$ cat src/core/adc_pin_pkg.sv
// shared constants and carrier types for the pin-controlled eight-channel converter
// assumes a 100 MHz reference clock; no software registers exist
package adc_pin_pkg;
    localparam int unsigned RESULT_W = 14;
    localparam int unsigned NUM_CH = 8;
    localparam int unsigned GROUP_CH = 4;
    localparam int unsigned CODES_PER_SPAN = 16384;
    // code step weights in nanovolts, printed figures times one thousand
    localparam int unsigned STEP_NV_WIDE = 1220720;
    localparam int unsigned STEP_NV_NARROW = 610360;
    localparam int unsigned CLK_NS = 10;
    // internal conversion time, a plain default
    localparam int unsigned CONV_TIME_NS = 2000;
    localparam int unsigned CONV_CYCLES = (CONV_TIME_NS + CLK_NS - 1) / CLK_NS;
    localparam logic [7:0] CONV_CNT_INIT = 8'h00;

    typedef enum logic [1:0] {IF_PARALLEL, IF_SERIAL, IF_BYTE} iface_e;
    typedef enum logic [1:0] {PWR_NORMAL, PWR_STANDBY, PWR_SHUTDOWN} power_e;

    // host select, strobe and trigger pins after synchronising
    typedef struct packed {
        logic cs_n;
        logic rd_sclk;
        logic trig_lo;
        logic trig_hi;
    } pins_s;
endpackage : adc_pin_pkg

$ cat src/core/adc_pin_ctrl.sv
// pin-level control of an eight-channel simultaneous-sampling 14-bit converter
// assumes host pins are asynchronous; analog results arrive as codes on i_ch_code
// Behaviour
// results are 14-bit two's complement, all channels
// one code step is span over 16384
// step weight 1220.72 or 610.36 microvolts
// reference select high uses internal reference
// reference select acts asynchronously, at once; code registers it, taking effect one clock later
// span select picks ten or five volts
// host waits 80 us after span change
// low power request low enters standby/shutdown
// shutdown powers all down, standby keeps reference
// host waits recovery time after leaving power-down
// interface and byte select choose read mode
// low trigger samples 1-4, high 5-8
// oversampling needs both triggers joined
// trigger rise holds group, converts internally
// host drops triggers after busy falls
// reads allowed at any trigger level
// reset active high, asynchronous; code passes it through its own synchroniser and acts on it on the clock
// host resets after power-up and shutdown
// reset aborts conversion, clears output data
// host waits after reset before triggering
// parallel bus enabled while cs and strobe low
// serial accesses timed on serial clock rise
// busy from both triggers until latched, ignore
// cs fall starts frame, rise tristates outputs
// results held until next conversion or reset
`timescale 1ns/1ps
`default_nettype none
module adc_pin_ctrl (
    input wire logic i_ref_clk,
    input wire logic i_rst_n,
    input wire logic i_reset,
    input wire logic i_reference_select,
    input wire logic i_input_span_select,
    input wire logic i_low_power_request_n,
    input wire logic i_interface_select,
    input wire logic i_byte_serial_select,
    input wire logic i_sample_trigger_lo_group,
    input wire logic i_sample_trigger_hi_group,
    input wire logic i_cs_n,
    input wire logic i_read_strobe_or_serial_clock,
    input wire logic [adc_pin_pkg::NUM_CH*adc_pin_pkg::RESULT_W-1:0] i_ch_code,
    output logic o_busy,
    output logic o_hold_lo,
    output logic o_hold_hi,
    output logic o_internal_ref_en,
    output logic o_reference_pin_oe,
    output logic o_wide_span,
    output logic [1:0] o_power_mode,
    output logic [1:0] o_iface_mode,
    output logic [15:0] o_data,
    output logic o_data_oe,
    output logic o_serial_a,
    output logic o_serial_b,
    output logic o_serial_oe
);
    localparam int unsigned RW = adc_pin_pkg::RESULT_W;
    localparam int unsigned NCH = adc_pin_pkg::NUM_CH;

    typedef struct packed {
        logic rst_s1;
        logic rst_s2;
        logic pins_d;
        adc_pin_pkg::pins_s prev;
        logic seen_lo;
        logic seen_hi;
        logic busy;
        logic conv_run;
        logic [7:0] conv_cnt;
        logic [NCH*RW-1:0] sample;
        logic [NCH*RW-1:0] result;
        logic [3:0] word_idx;
        logic byte_hi;
        logic [3:0] bit_idx;
        logic [15:0] data;
        logic data_oe;
        logic ser_a;
        logic ser_b;
        logic ser_oe;
        logic ref_en;
        logic ref_oe;
        logic wide;
        logic [1:0] pwr;
        logic [1:0] ifm;
    } state_s;
    state_s st_ff;
    state_s nxt_st;

    ////////////////////////////////////////////////////////////////////////////
    // synchronise host pins; the device reset pin also goes through its own sync
    logic [3:0] pin_raw;
    logic [3:0] pin_q;
    adc_pin_pkg::pins_s pins;
    logic rst_raw;
    logic [0:0] rst_q;

    // select and strobe idle high: they pass the sync inverted, so its cleared flops read
    // as idle and no false select or strobe edge follows reset
    assign pin_raw = {!i_cs_n, !i_read_strobe_or_serial_clock, i_sample_trigger_lo_group,
                      i_sample_trigger_hi_group};
    assign rst_raw = i_reset;

    adc_pin_sync #(.W(4)) u_pin_sync (
        .i_ref_clk(i_ref_clk),
        .i_rst_n(i_rst_n),
        .i_async(pin_raw),
        .o_sync(pin_q)
    );
    adc_pin_sync #(.W(1)) u_rst_sync (
        .i_ref_clk(i_ref_clk),
        .i_rst_n(i_rst_n),
        .i_async(rst_raw),
        .o_sync(rst_q)
    );
    assign pins = adc_pin_pkg::pins_s'(pin_q ^ 4'hc);

    ////////////////////////////////////////////////////////////////////////////
    // helpers
    function automatic logic [RW-1:0] pick_word(input logic [NCH*RW-1:0] v, input logic [3:0] idx);
        logic [RW-1:0] w;
        w = '0;
        for (int i = 0; i < int'(NCH); i++) begin
            if (idx == 4'(i)) begin
                w = v[i*RW +: RW];
            end
        end
        return w;
    endfunction : pick_word

    // sign-extend a 14-bit two's complement code onto the 16-bit bus
    function automatic logic [15:0] sext(input logic [RW-1:0] c);
        return {{(16-RW){c[RW-1]}}, c};
    endfunction : sext

    ////////////////////////////////////////////////////////////////////////////
    // next state
    logic rise_lo;
    logic rise_hi;
    logic cs_fall;
    logic cs_rise;
    logic rd_fall;
    logic sclk_rise;
    logic dev_reset;
    logic [RW-1:0] cur_word;
    logic [15:0] cur_ext;
    logic [RW-1:0] next_a;
    logic [RW-1:0] next_b;
    logic [RW-1:0] cur_b;

    always_comb begin
        nxt_st = st_ff;
        dev_reset = rst_q[0];
        rise_lo = pins.trig_lo && !st_ff.prev.trig_lo;
        rise_hi = pins.trig_hi && !st_ff.prev.trig_hi;
        cs_fall = !pins.cs_n && st_ff.prev.cs_n;
        cs_rise = pins.cs_n && !st_ff.prev.cs_n;
        rd_fall = !pins.rd_sclk && st_ff.prev.rd_sclk;
        sclk_rise = pins.rd_sclk && !st_ff.prev.rd_sclk;
        cur_word = pick_word(st_ff.result, st_ff.word_idx);
        cur_ext = sext(cur_word);
        // words the serial lanes need: next channel on each lane, current one on lane b
        next_a = pick_word(st_ff.result, st_ff.word_idx + 4'h1);
        next_b = pick_word(st_ff.result, st_ff.word_idx + 4'h5);
        cur_b = pick_word(st_ff.result, st_ff.word_idx + 4'h4);
        nxt_st.prev = pins;

        // static pin-level configuration follows the pins directly
        nxt_st.ref_en = i_reference_select;
        nxt_st.ref_oe = i_reference_select;
        nxt_st.wide = i_input_span_select;
        if (i_low_power_request_n) begin
            nxt_st.pwr = adc_pin_pkg::PWR_NORMAL;
        end else if (i_input_span_select) begin
            nxt_st.pwr = adc_pin_pkg::PWR_SHUTDOWN;
        end else begin
            nxt_st.pwr = adc_pin_pkg::PWR_STANDBY;
        end
        if (!i_interface_select) begin
            nxt_st.ifm = adc_pin_pkg::IF_PARALLEL;
        end else if (i_byte_serial_select) begin
            nxt_st.ifm = adc_pin_pkg::IF_BYTE;
        end else begin
            nxt_st.ifm = adc_pin_pkg::IF_SERIAL;
        end

        // conversion: groups hold on trigger rise, busy once both groups held
        if (!st_ff.busy && !st_ff.conv_run && st_ff.pwr == adc_pin_pkg::PWR_NORMAL) begin
            if (rise_lo && !st_ff.seen_lo) begin
                nxt_st.seen_lo = 1'b1;
                nxt_st.sample[0 +: 4*RW] = i_ch_code[0 +: 4*RW];
            end
            if (rise_hi && !st_ff.seen_hi) begin
                nxt_st.seen_hi = 1'b1;
                nxt_st.sample[4*RW +: 4*RW] = i_ch_code[4*RW +: 4*RW];
            end
            if ((st_ff.seen_lo || rise_lo) && (st_ff.seen_hi || rise_hi)) begin
                nxt_st.busy = 1'b1;
                nxt_st.conv_run = 1'b1;
                nxt_st.conv_cnt = adc_pin_pkg::CONV_CNT_INIT;
            end
        end
        if (st_ff.conv_run) begin
            // triggers are ignored here while busy
            if (st_ff.conv_cnt == 8'(adc_pin_pkg::CONV_CYCLES - 1)) begin
                nxt_st.conv_run = 1'b0;
                nxt_st.busy = 1'b0;
                nxt_st.seen_lo = 1'b0;
                nxt_st.seen_hi = 1'b0;
                nxt_st.result = st_ff.sample;
            end else begin
                nxt_st.conv_cnt = st_ff.conv_cnt + 8'h01;
            end
        end

        // read side works at any trigger level
        if (cs_fall) begin
            nxt_st.word_idx = 4'h0;
            nxt_st.byte_hi = 1'b0;
            nxt_st.bit_idx = 4'(RW - 1);
            if (st_ff.ifm == adc_pin_pkg::IF_SERIAL) begin
                nxt_st.ser_oe = 1'b1;
                nxt_st.ser_a = st_ff.result[RW-1];
                nxt_st.ser_b = st_ff.result[4*RW + RW-1];
            end
        end
        if (cs_rise) begin
            nxt_st.data_oe = 1'b0;
            nxt_st.ser_oe = 1'b0;
        end
        if (st_ff.ifm != adc_pin_pkg::IF_SERIAL) begin
            // parallel bus drives only while chip select and strobe are both low
            nxt_st.data_oe = !pins.cs_n && !pins.rd_sclk;
            nxt_st.ser_oe = 1'b0;
            if (!pins.cs_n && rd_fall) begin
                if (st_ff.ifm == adc_pin_pkg::IF_PARALLEL) begin
                    nxt_st.data = sext(cur_word);
                    nxt_st.word_idx = st_ff.word_idx + 4'h1;
                end else begin
                    nxt_st.data = st_ff.byte_hi ? {8'h00, cur_ext[15:8]} : {8'h00, cur_ext[7:0]};
                    nxt_st.byte_hi = !st_ff.byte_hi;
                    if (st_ff.byte_hi) begin
                        nxt_st.word_idx = st_ff.word_idx + 4'h1;
                    end
                end
            end
        end else begin
            nxt_st.data_oe = 1'b0;
            // serial: next bit shifted on each clock rise, channels 1-4 on a, 5-8 on b
            if (!pins.cs_n && sclk_rise && st_ff.ser_oe) begin
                if (st_ff.bit_idx == 4'h0) begin
                    nxt_st.bit_idx = 4'(RW - 1);
                    nxt_st.word_idx = st_ff.word_idx + 4'h1;
                    nxt_st.ser_a = next_a[RW-1];
                    nxt_st.ser_b = next_b[RW-1];
                end else begin
                    nxt_st.bit_idx = st_ff.bit_idx - 4'h1;
                    nxt_st.ser_a = cur_word[st_ff.bit_idx - 4'h1];
                    nxt_st.ser_b = cur_b[st_ff.bit_idx - 4'h1];
                end
            end
        end

        // device reset pin: aborts conversion and clears output data
        if (dev_reset) begin
            nxt_st.busy = 1'b0;
            nxt_st.conv_run = 1'b0;
            nxt_st.seen_lo = 1'b0;
            nxt_st.seen_hi = 1'b0;
            nxt_st.result = '0;
            nxt_st.data = 16'h0000;
            nxt_st.ser_a = 1'b0;
            nxt_st.ser_b = 1'b0;
            nxt_st.word_idx = 4'h0;
        end
    end

    ////////////////////////////////////////////////////////////////////////////
    // state register
    always_ff @(posedge i_ref_clk or negedge i_rst_n) begin
        if (!i_rst_n) begin
            st_ff <= '0;
            st_ff.prev <= '{cs_n: 1'b1, rd_sclk: 1'b1, trig_lo: 1'b0, trig_hi: 1'b0};
        end else begin
            st_ff <= nxt_st;
        end
    end

    // outputs straight from flip-flops
    assign o_busy = st_ff.busy;
    assign o_hold_lo = st_ff.seen_lo;
    assign o_hold_hi = st_ff.seen_hi;
    assign o_internal_ref_en = st_ff.ref_en;
    assign o_reference_pin_oe = st_ff.ref_oe;
    assign o_wide_span = st_ff.wide;
    assign o_power_mode = st_ff.pwr;
    assign o_iface_mode = st_ff.ifm;
    assign o_data = st_ff.data;
    assign o_data_oe = st_ff.data_oe;
    assign o_serial_a = st_ff.ser_a;
    assign o_serial_b = st_ff.ser_b;
    assign o_serial_oe = st_ff.ser_oe;

    ////////////////////////////////////////////////////////////////////////////
    // checks
    chk_busy_cause: assert property (@(posedge i_ref_clk) disable iff (!i_rst_n)
        $rose(st_ff.busy) |-> $past(st_ff.seen_lo || rise_lo) && $past(st_ff.seen_hi || rise_hi))
        else $error("busy rose without both triggers");
    chk_busy_len: assert property (@(posedge i_ref_clk) disable iff (!i_rst_n || rst_q[0])
        $rose(st_ff.busy) |-> st_ff.busy [*8])
        else $error("busy dropped too early");
    chk_result_latch: assert property (@(posedge i_ref_clk) disable iff (!i_rst_n)
        $fell(st_ff.busy) && !$past(rst_q[0]) |-> st_ff.result == $past(st_ff.sample))
        else $error("result not latched at busy fall");
    chk_reset_clear: assert property (@(posedge i_ref_clk) disable iff (!i_rst_n)
        rst_q[0] |=> st_ff.result == '0 && !st_ff.busy && o_data == 16'h0000)
        else $error("reset did not clear data");
    chk_bus_enable: assert property (@(posedge i_ref_clk) disable iff (!i_rst_n)
        o_data_oe |-> $past(!pins.cs_n && !pins.rd_sclk) && st_ff.ifm != adc_pin_pkg::IF_SERIAL)
        else $error("bus driven without cs and strobe low");
    chk_cs_tristate: assert property (@(posedge i_ref_clk) disable iff (!i_rst_n)
        cs_rise |=> !o_data_oe && !o_serial_oe)
        else $error("outputs not released at cs rise");
    chk_power_mode: assert property (@(posedge i_ref_clk) disable iff (!i_rst_n)
        !i_low_power_request_n && !i_input_span_select |=> o_power_mode == adc_pin_pkg::PWR_STANDBY)
        else $error("standby not entered");
    chk_iface_sel: assert property (@(posedge i_ref_clk) disable iff (!i_rst_n)
        !i_interface_select |=> o_iface_mode == adc_pin_pkg::IF_PARALLEL)
        else $error("parallel mode not selected");
    chk_ref_follow: assert property (@(posedge i_ref_clk) disable iff (!i_rst_n)
        ##1 o_internal_ref_en == $past(i_reference_select))
        else $error("reference select not followed");
endmodule : adc_pin_ctrl
`default_nettype wire

$ cat src/core/adc_pin_sync.sv
// three-stage synchroniser with agreement filter for asynchronous pins
// assumes inputs are asynchronous to i_ref_clk
`timescale 1ns/1ps
`default_nettype none
module adc_pin_sync #(
    parameter int unsigned W = 4
) (
    input wire logic i_ref_clk,
    input wire logic i_rst_n,
    input wire logic [W-1:0] i_async,
    output logic [W-1:0] o_sync
);
    typedef struct packed {
        logic [W-1:0] s1;
        logic [W-1:0] s2;
        logic [W-1:0] s3;
        logic [W-1:0] q;
    } sync_s;
    sync_s st_ff;
    sync_s nxt_st;

    // stage one is read only by stage two; output moves once stages two and three agree
    always_comb begin
        nxt_st = st_ff;
        nxt_st.s1 = i_async;
        nxt_st.s2 = st_ff.s1;
        nxt_st.s3 = st_ff.s2;
        for (int i = 0; i < int'(W); i++) begin
            if (st_ff.s2[i] == st_ff.s3[i]) begin
                nxt_st.q[i] = st_ff.s3[i];
            end
        end
    end

    always_ff @(posedge i_ref_clk or negedge i_rst_n) begin
        if (!i_rst_n) begin
            st_ff <= '0;
        end else begin
            st_ff <= nxt_st;
        end
    end

    assign o_sync = st_ff.q;
endmodule : adc_pin_sync
`default_nettype wire

$ cat config.mk
export PLATFORM = sky130hd
export DESIGN_NAME = adc_pin_ctrl
export DESIGN_NICKNAME = d
export VERILOG_FILES = /design/src/core/adc_pin_pkg.sv /design/src/core/adc_pin_ctrl.sv /design/src/core/adc_pin_sync.sv
export SDC_FILE = /design/constraint.sdc
export NUM_CORES = 1
export LEC_CHECK = 0
export BUFFER_PORTS_ARGS = -buffer_cell sky130_fd_sc_hd__buf_4
export CORE_UTILIZATION = 37
export CTS_BUF_LIST = sky130_fd_sc_hd__clkbuf_8
export CTS_CLUSTER_DIAMETER = 80
export DETAILED_ROUTE_END_ITERATION = 12
export PLACE_DENSITY = 0.63
export SYNTH_ARGS = -nofsm -noshare
export SYNTH_HDL_FRONTEND = slang
export SYNTH_HIERARCHICAL = 1
export SYNTH_SLANG_ARGS = --single-unit
$ cat constraint.sdc
create_clock -name i_ref_clk -period 6.6 [get_ports i_ref_clk]
set_input_delay 0.33 -clock i_ref_clk [delete_from_list [all_inputs] [get_ports i_ref_clk]]
set_output_delay 0.33 -clock i_ref_clk [all_outputs]
set_load 0.05 [all_outputs]
==> results.md <==
- Status: finished clean
- Vias in the first global route: 11670
- Ys flop type: dfrtp_1
- Register area share after synthesis: 51.58%
- Clock root buffer: clkbuf_8
- Final setup fails: 0
- CTS Buffer Depth: 3
- Final worst slack: 2.582 ns
- GRT overflow: 0
- Critical Path AT: 4.55 ns
- Setup crit start: st_ff[32]
- Syn-to-layout area delta: 24.91%
- TritonCTS buffer count: 50
- Number of flops mapped to enable cells by yosys: 0
- Fill cells: 3625
- Die W: 198.0 um
- VDD IR max: 0.1879 mV
- Gpl congestion: 0.9370
- Final slew viol count: 0
- Clock slew at reported path FFs: 0.07 ns
- Syn Std Cell Area: 14220 um2
- Vias: 11810
- Hpwl dp: 30360 um
- Final period utilization: 60.87%
- DP Worst Slack: 2.741 ns
- Synth top area cells: dfrtp_1, mux2_2, nand2_1
- Drt initial violations: 1018
- Die height: 198.0 um
- Layout cell share with drive strength beyond 1: 22.50%
- Crit Path Max Fanout: 22
- Hold Vio Cnt, Final: 0
- Ant. Diodes: 0
- Ys async rst share: 100.0%
- I/O Buffers: 153
- Worst min path class: primary input to asynchronous set/reset pin
- Die area: 39220 um2
- Slew @ Worst Pin: 1.025 ns
- Total net switching power: 0.001217 W
- Nets: 1775
- Clk pwr share: 35.7%
- Syn Inst Count: 1429
- Max cap viols: 0
- Final min period: 4.018 ns
- Reg power frac: 50.3%
- Count leader, synth: dfrtp_1
- Kind of end point of the critical path: flip-flop
- Distinct cells, synth: 76
- Crit start category: flip-flop
- P per Cell Area: 261.3 nW/um2
- Routed WL: 43870 um
- Fin Hold WS: 0.2509 ns
- Routed wire length per instance: 20.02 um
- Clk_lat worst skew: 0.63 ns
- Via-to-Cell Ratio: 5.390
- Mapped Avg Cell Area: 9.950 um2
- Row count: 71
- CTS tree: done
- Area leader, netlist: dfrtp_1
- Slew HR: 31.64%
- Antenna viol nets, final: 0
- Fin util: 47.04%
- Crit path kind: flip-flop to flip-flop
- Mapped Nets: 1563
- DR pass1 iterations: 6
- # clock sinks: 293
- Clock H-tree levels: 2
- First-pass GRT wire length: 68380 um
- Synth cell count leaders: dfrtp_1, nand2_1, a21oi_1, mux2_2, clkbuf_1
- P_leak: 7.428 nW
- Largest net degree at the start of global routing: 151
- FF+latch area: 7338 um2
- Initial Util: 37.66%
- Worst EP required: 7.13 ns
- RSZ-0062 raised after global routing: no
- GRT Total Usage: 22.96%
- Fmax: 248.9 MHz
- Multi-input logic area: 6151 um2
- Setup TNS: 0 ns
- DRC: 0
- Combinational share of power: 14.0%
- Core area: 37760 um2
- I/O Pins: 154
- Internal power: 0.003424 W
- R2r startpoint: st_ff[32]
- Synth top area share: 51.21%
- Flops & latches, synth: 293
- Final Skew: 0.03310 ns
- Sw Share: 26.22%
- Antenna violations before repair: 0
- Resized cells post-CTS: 0
- Yosys warns: 6
what timing repair did:
item | in CTS | in global routing
hold endpoints to repair | 193 | 0
hold buffers | 124 | 0
buffers inserted | 0 | 0
sequential cells by signal (all words and copies together) (netlist names), 2 cells and up:
signal             cells
o_power_mode           2
o_iface_mode           2
u_rst_sync/nxt_st      2
st_ff                246
u_pin_sync/st_ff       4
u_pin_sync/o_sync      4
u_pin_sync/nxt_st      8
o_data                14
layout by cell type (no fill, tap or decap), types with 10 or more instances in the layout:
cell type	n
dfrtp_1	290
a211oi_1	12
o211ai_1	12
nand3b_1	15
nand3_1	12
nor2_1	45
clkbuf_8	64
a221oi_1	19
o21ai_0	38
mux2_2	112
a22oi_1	18
o221ai_1	10
nand2_1	285
inv_1	41
o22ai_1	13
nand2b_1	10
nor3_1	20
a2bb2oi_1	13
buf_4	164
nor2b_1	20
a21oi_1	175
ha_1	10
dlygate4sd3_1	124
layout make-up:
class	count	area share (%)
Clock buffer	64	4.959
Clock inverter	27	0.8454
Inverter	25	0.5284
Multi-Input combinational cell	981	34.63
Sequential cell	293	41.32
Tap cell	511	3.600
Timing Repair Buffer	290	14.12
power by group through the flow:
| stage | combinational, W | clock, W | sequential (W) |
|---|---|---|---|
| floorplan | 0.000436 | 0 | 0.00229 |
| global placement | 0.000580 | 0 | 0.00235 |
| detailed placement | 0.000600 | 0 | 0.00236 |
| CTS | 0.000659 | 0.00172 | 0.00233 |
| global route | 0.000712 | 0.00180 | 0.00238 |
| finish | 0.000650 | 0.00166 | 0.00233 |
worst max-delay path, cell delays in order, from the launching register on:
cell and delay (ns):
dfrtp_1 0.46, inv_1 0.14, ha_1 0.78, nor2b_1 0.89, a21boi_0 0.36, o41ai_4 0.36
a221oi_2 0.13, a2111oi_2 0.34, and4b_1 0.24, a211oi_2 0.19
cells by family after synthesis:
group | Yosys count | share of synthesized area (%)
buffers and inverters | 155 | 5.333
AND/OR/NAND/NOR | 448 | 13.96
multiplexers | 118 | 9.381
flip-flops | 293 | 51.58
adder cells (fa/ha/maj) | 15 | 1.276
XOR/XNOR | 8 | 0.4928
AO/OA/AOI/OAI | 392 | 17.98
worst paths after layout:
check | cells past startpoint | endpoint | slack, ns
worst max-delay path | 9 | o_serial_a | 2.58
worst min-delay path | 2 | o_reference_pin_oe | 0.25
worst max register to register | 9 | o_serial_a | 2.58
worst min register to register | 0 | u_rst_sync/nxt_st[1] | 0.34
max in group asynchronous | 3 | u_pin_sync/st_ff[6] | 4.95
min in group i_ref_clk | 0 | u_rst_sync/nxt_st[1] | 0.34
routing by layer:
layer / wire length [um] / track usage (%) / vias up
met1: 20090 / 32.52 / 5829
met4: 1499 / 9.475 / 0
met5: 0 / 0 / -
li1: - / - / 5482
met2: 19700 / 34.72 / 410
met3: 2571 / 3.883 / 89
through the flow:
| step | total power (W) | instances | area [um2] |
|---|---|---|---|
| 2_1_floorplan | 0.002723 | 1429 | 14220 |
| 4_1_cts | 0.004709 | 2191 | 17760 |
| 3_3_place_gp | 0.002932 | 1976 | 15490 |
| 6_report | 0.004640 | 2191 | 17760 |
| 3_5_place_dp | 0.002962 | 1976 | 15490 |
| 5_1_grt | 0.004887 | 2191 | 17760 |
No activity file was read; power rests on OpenSTA's default activity.
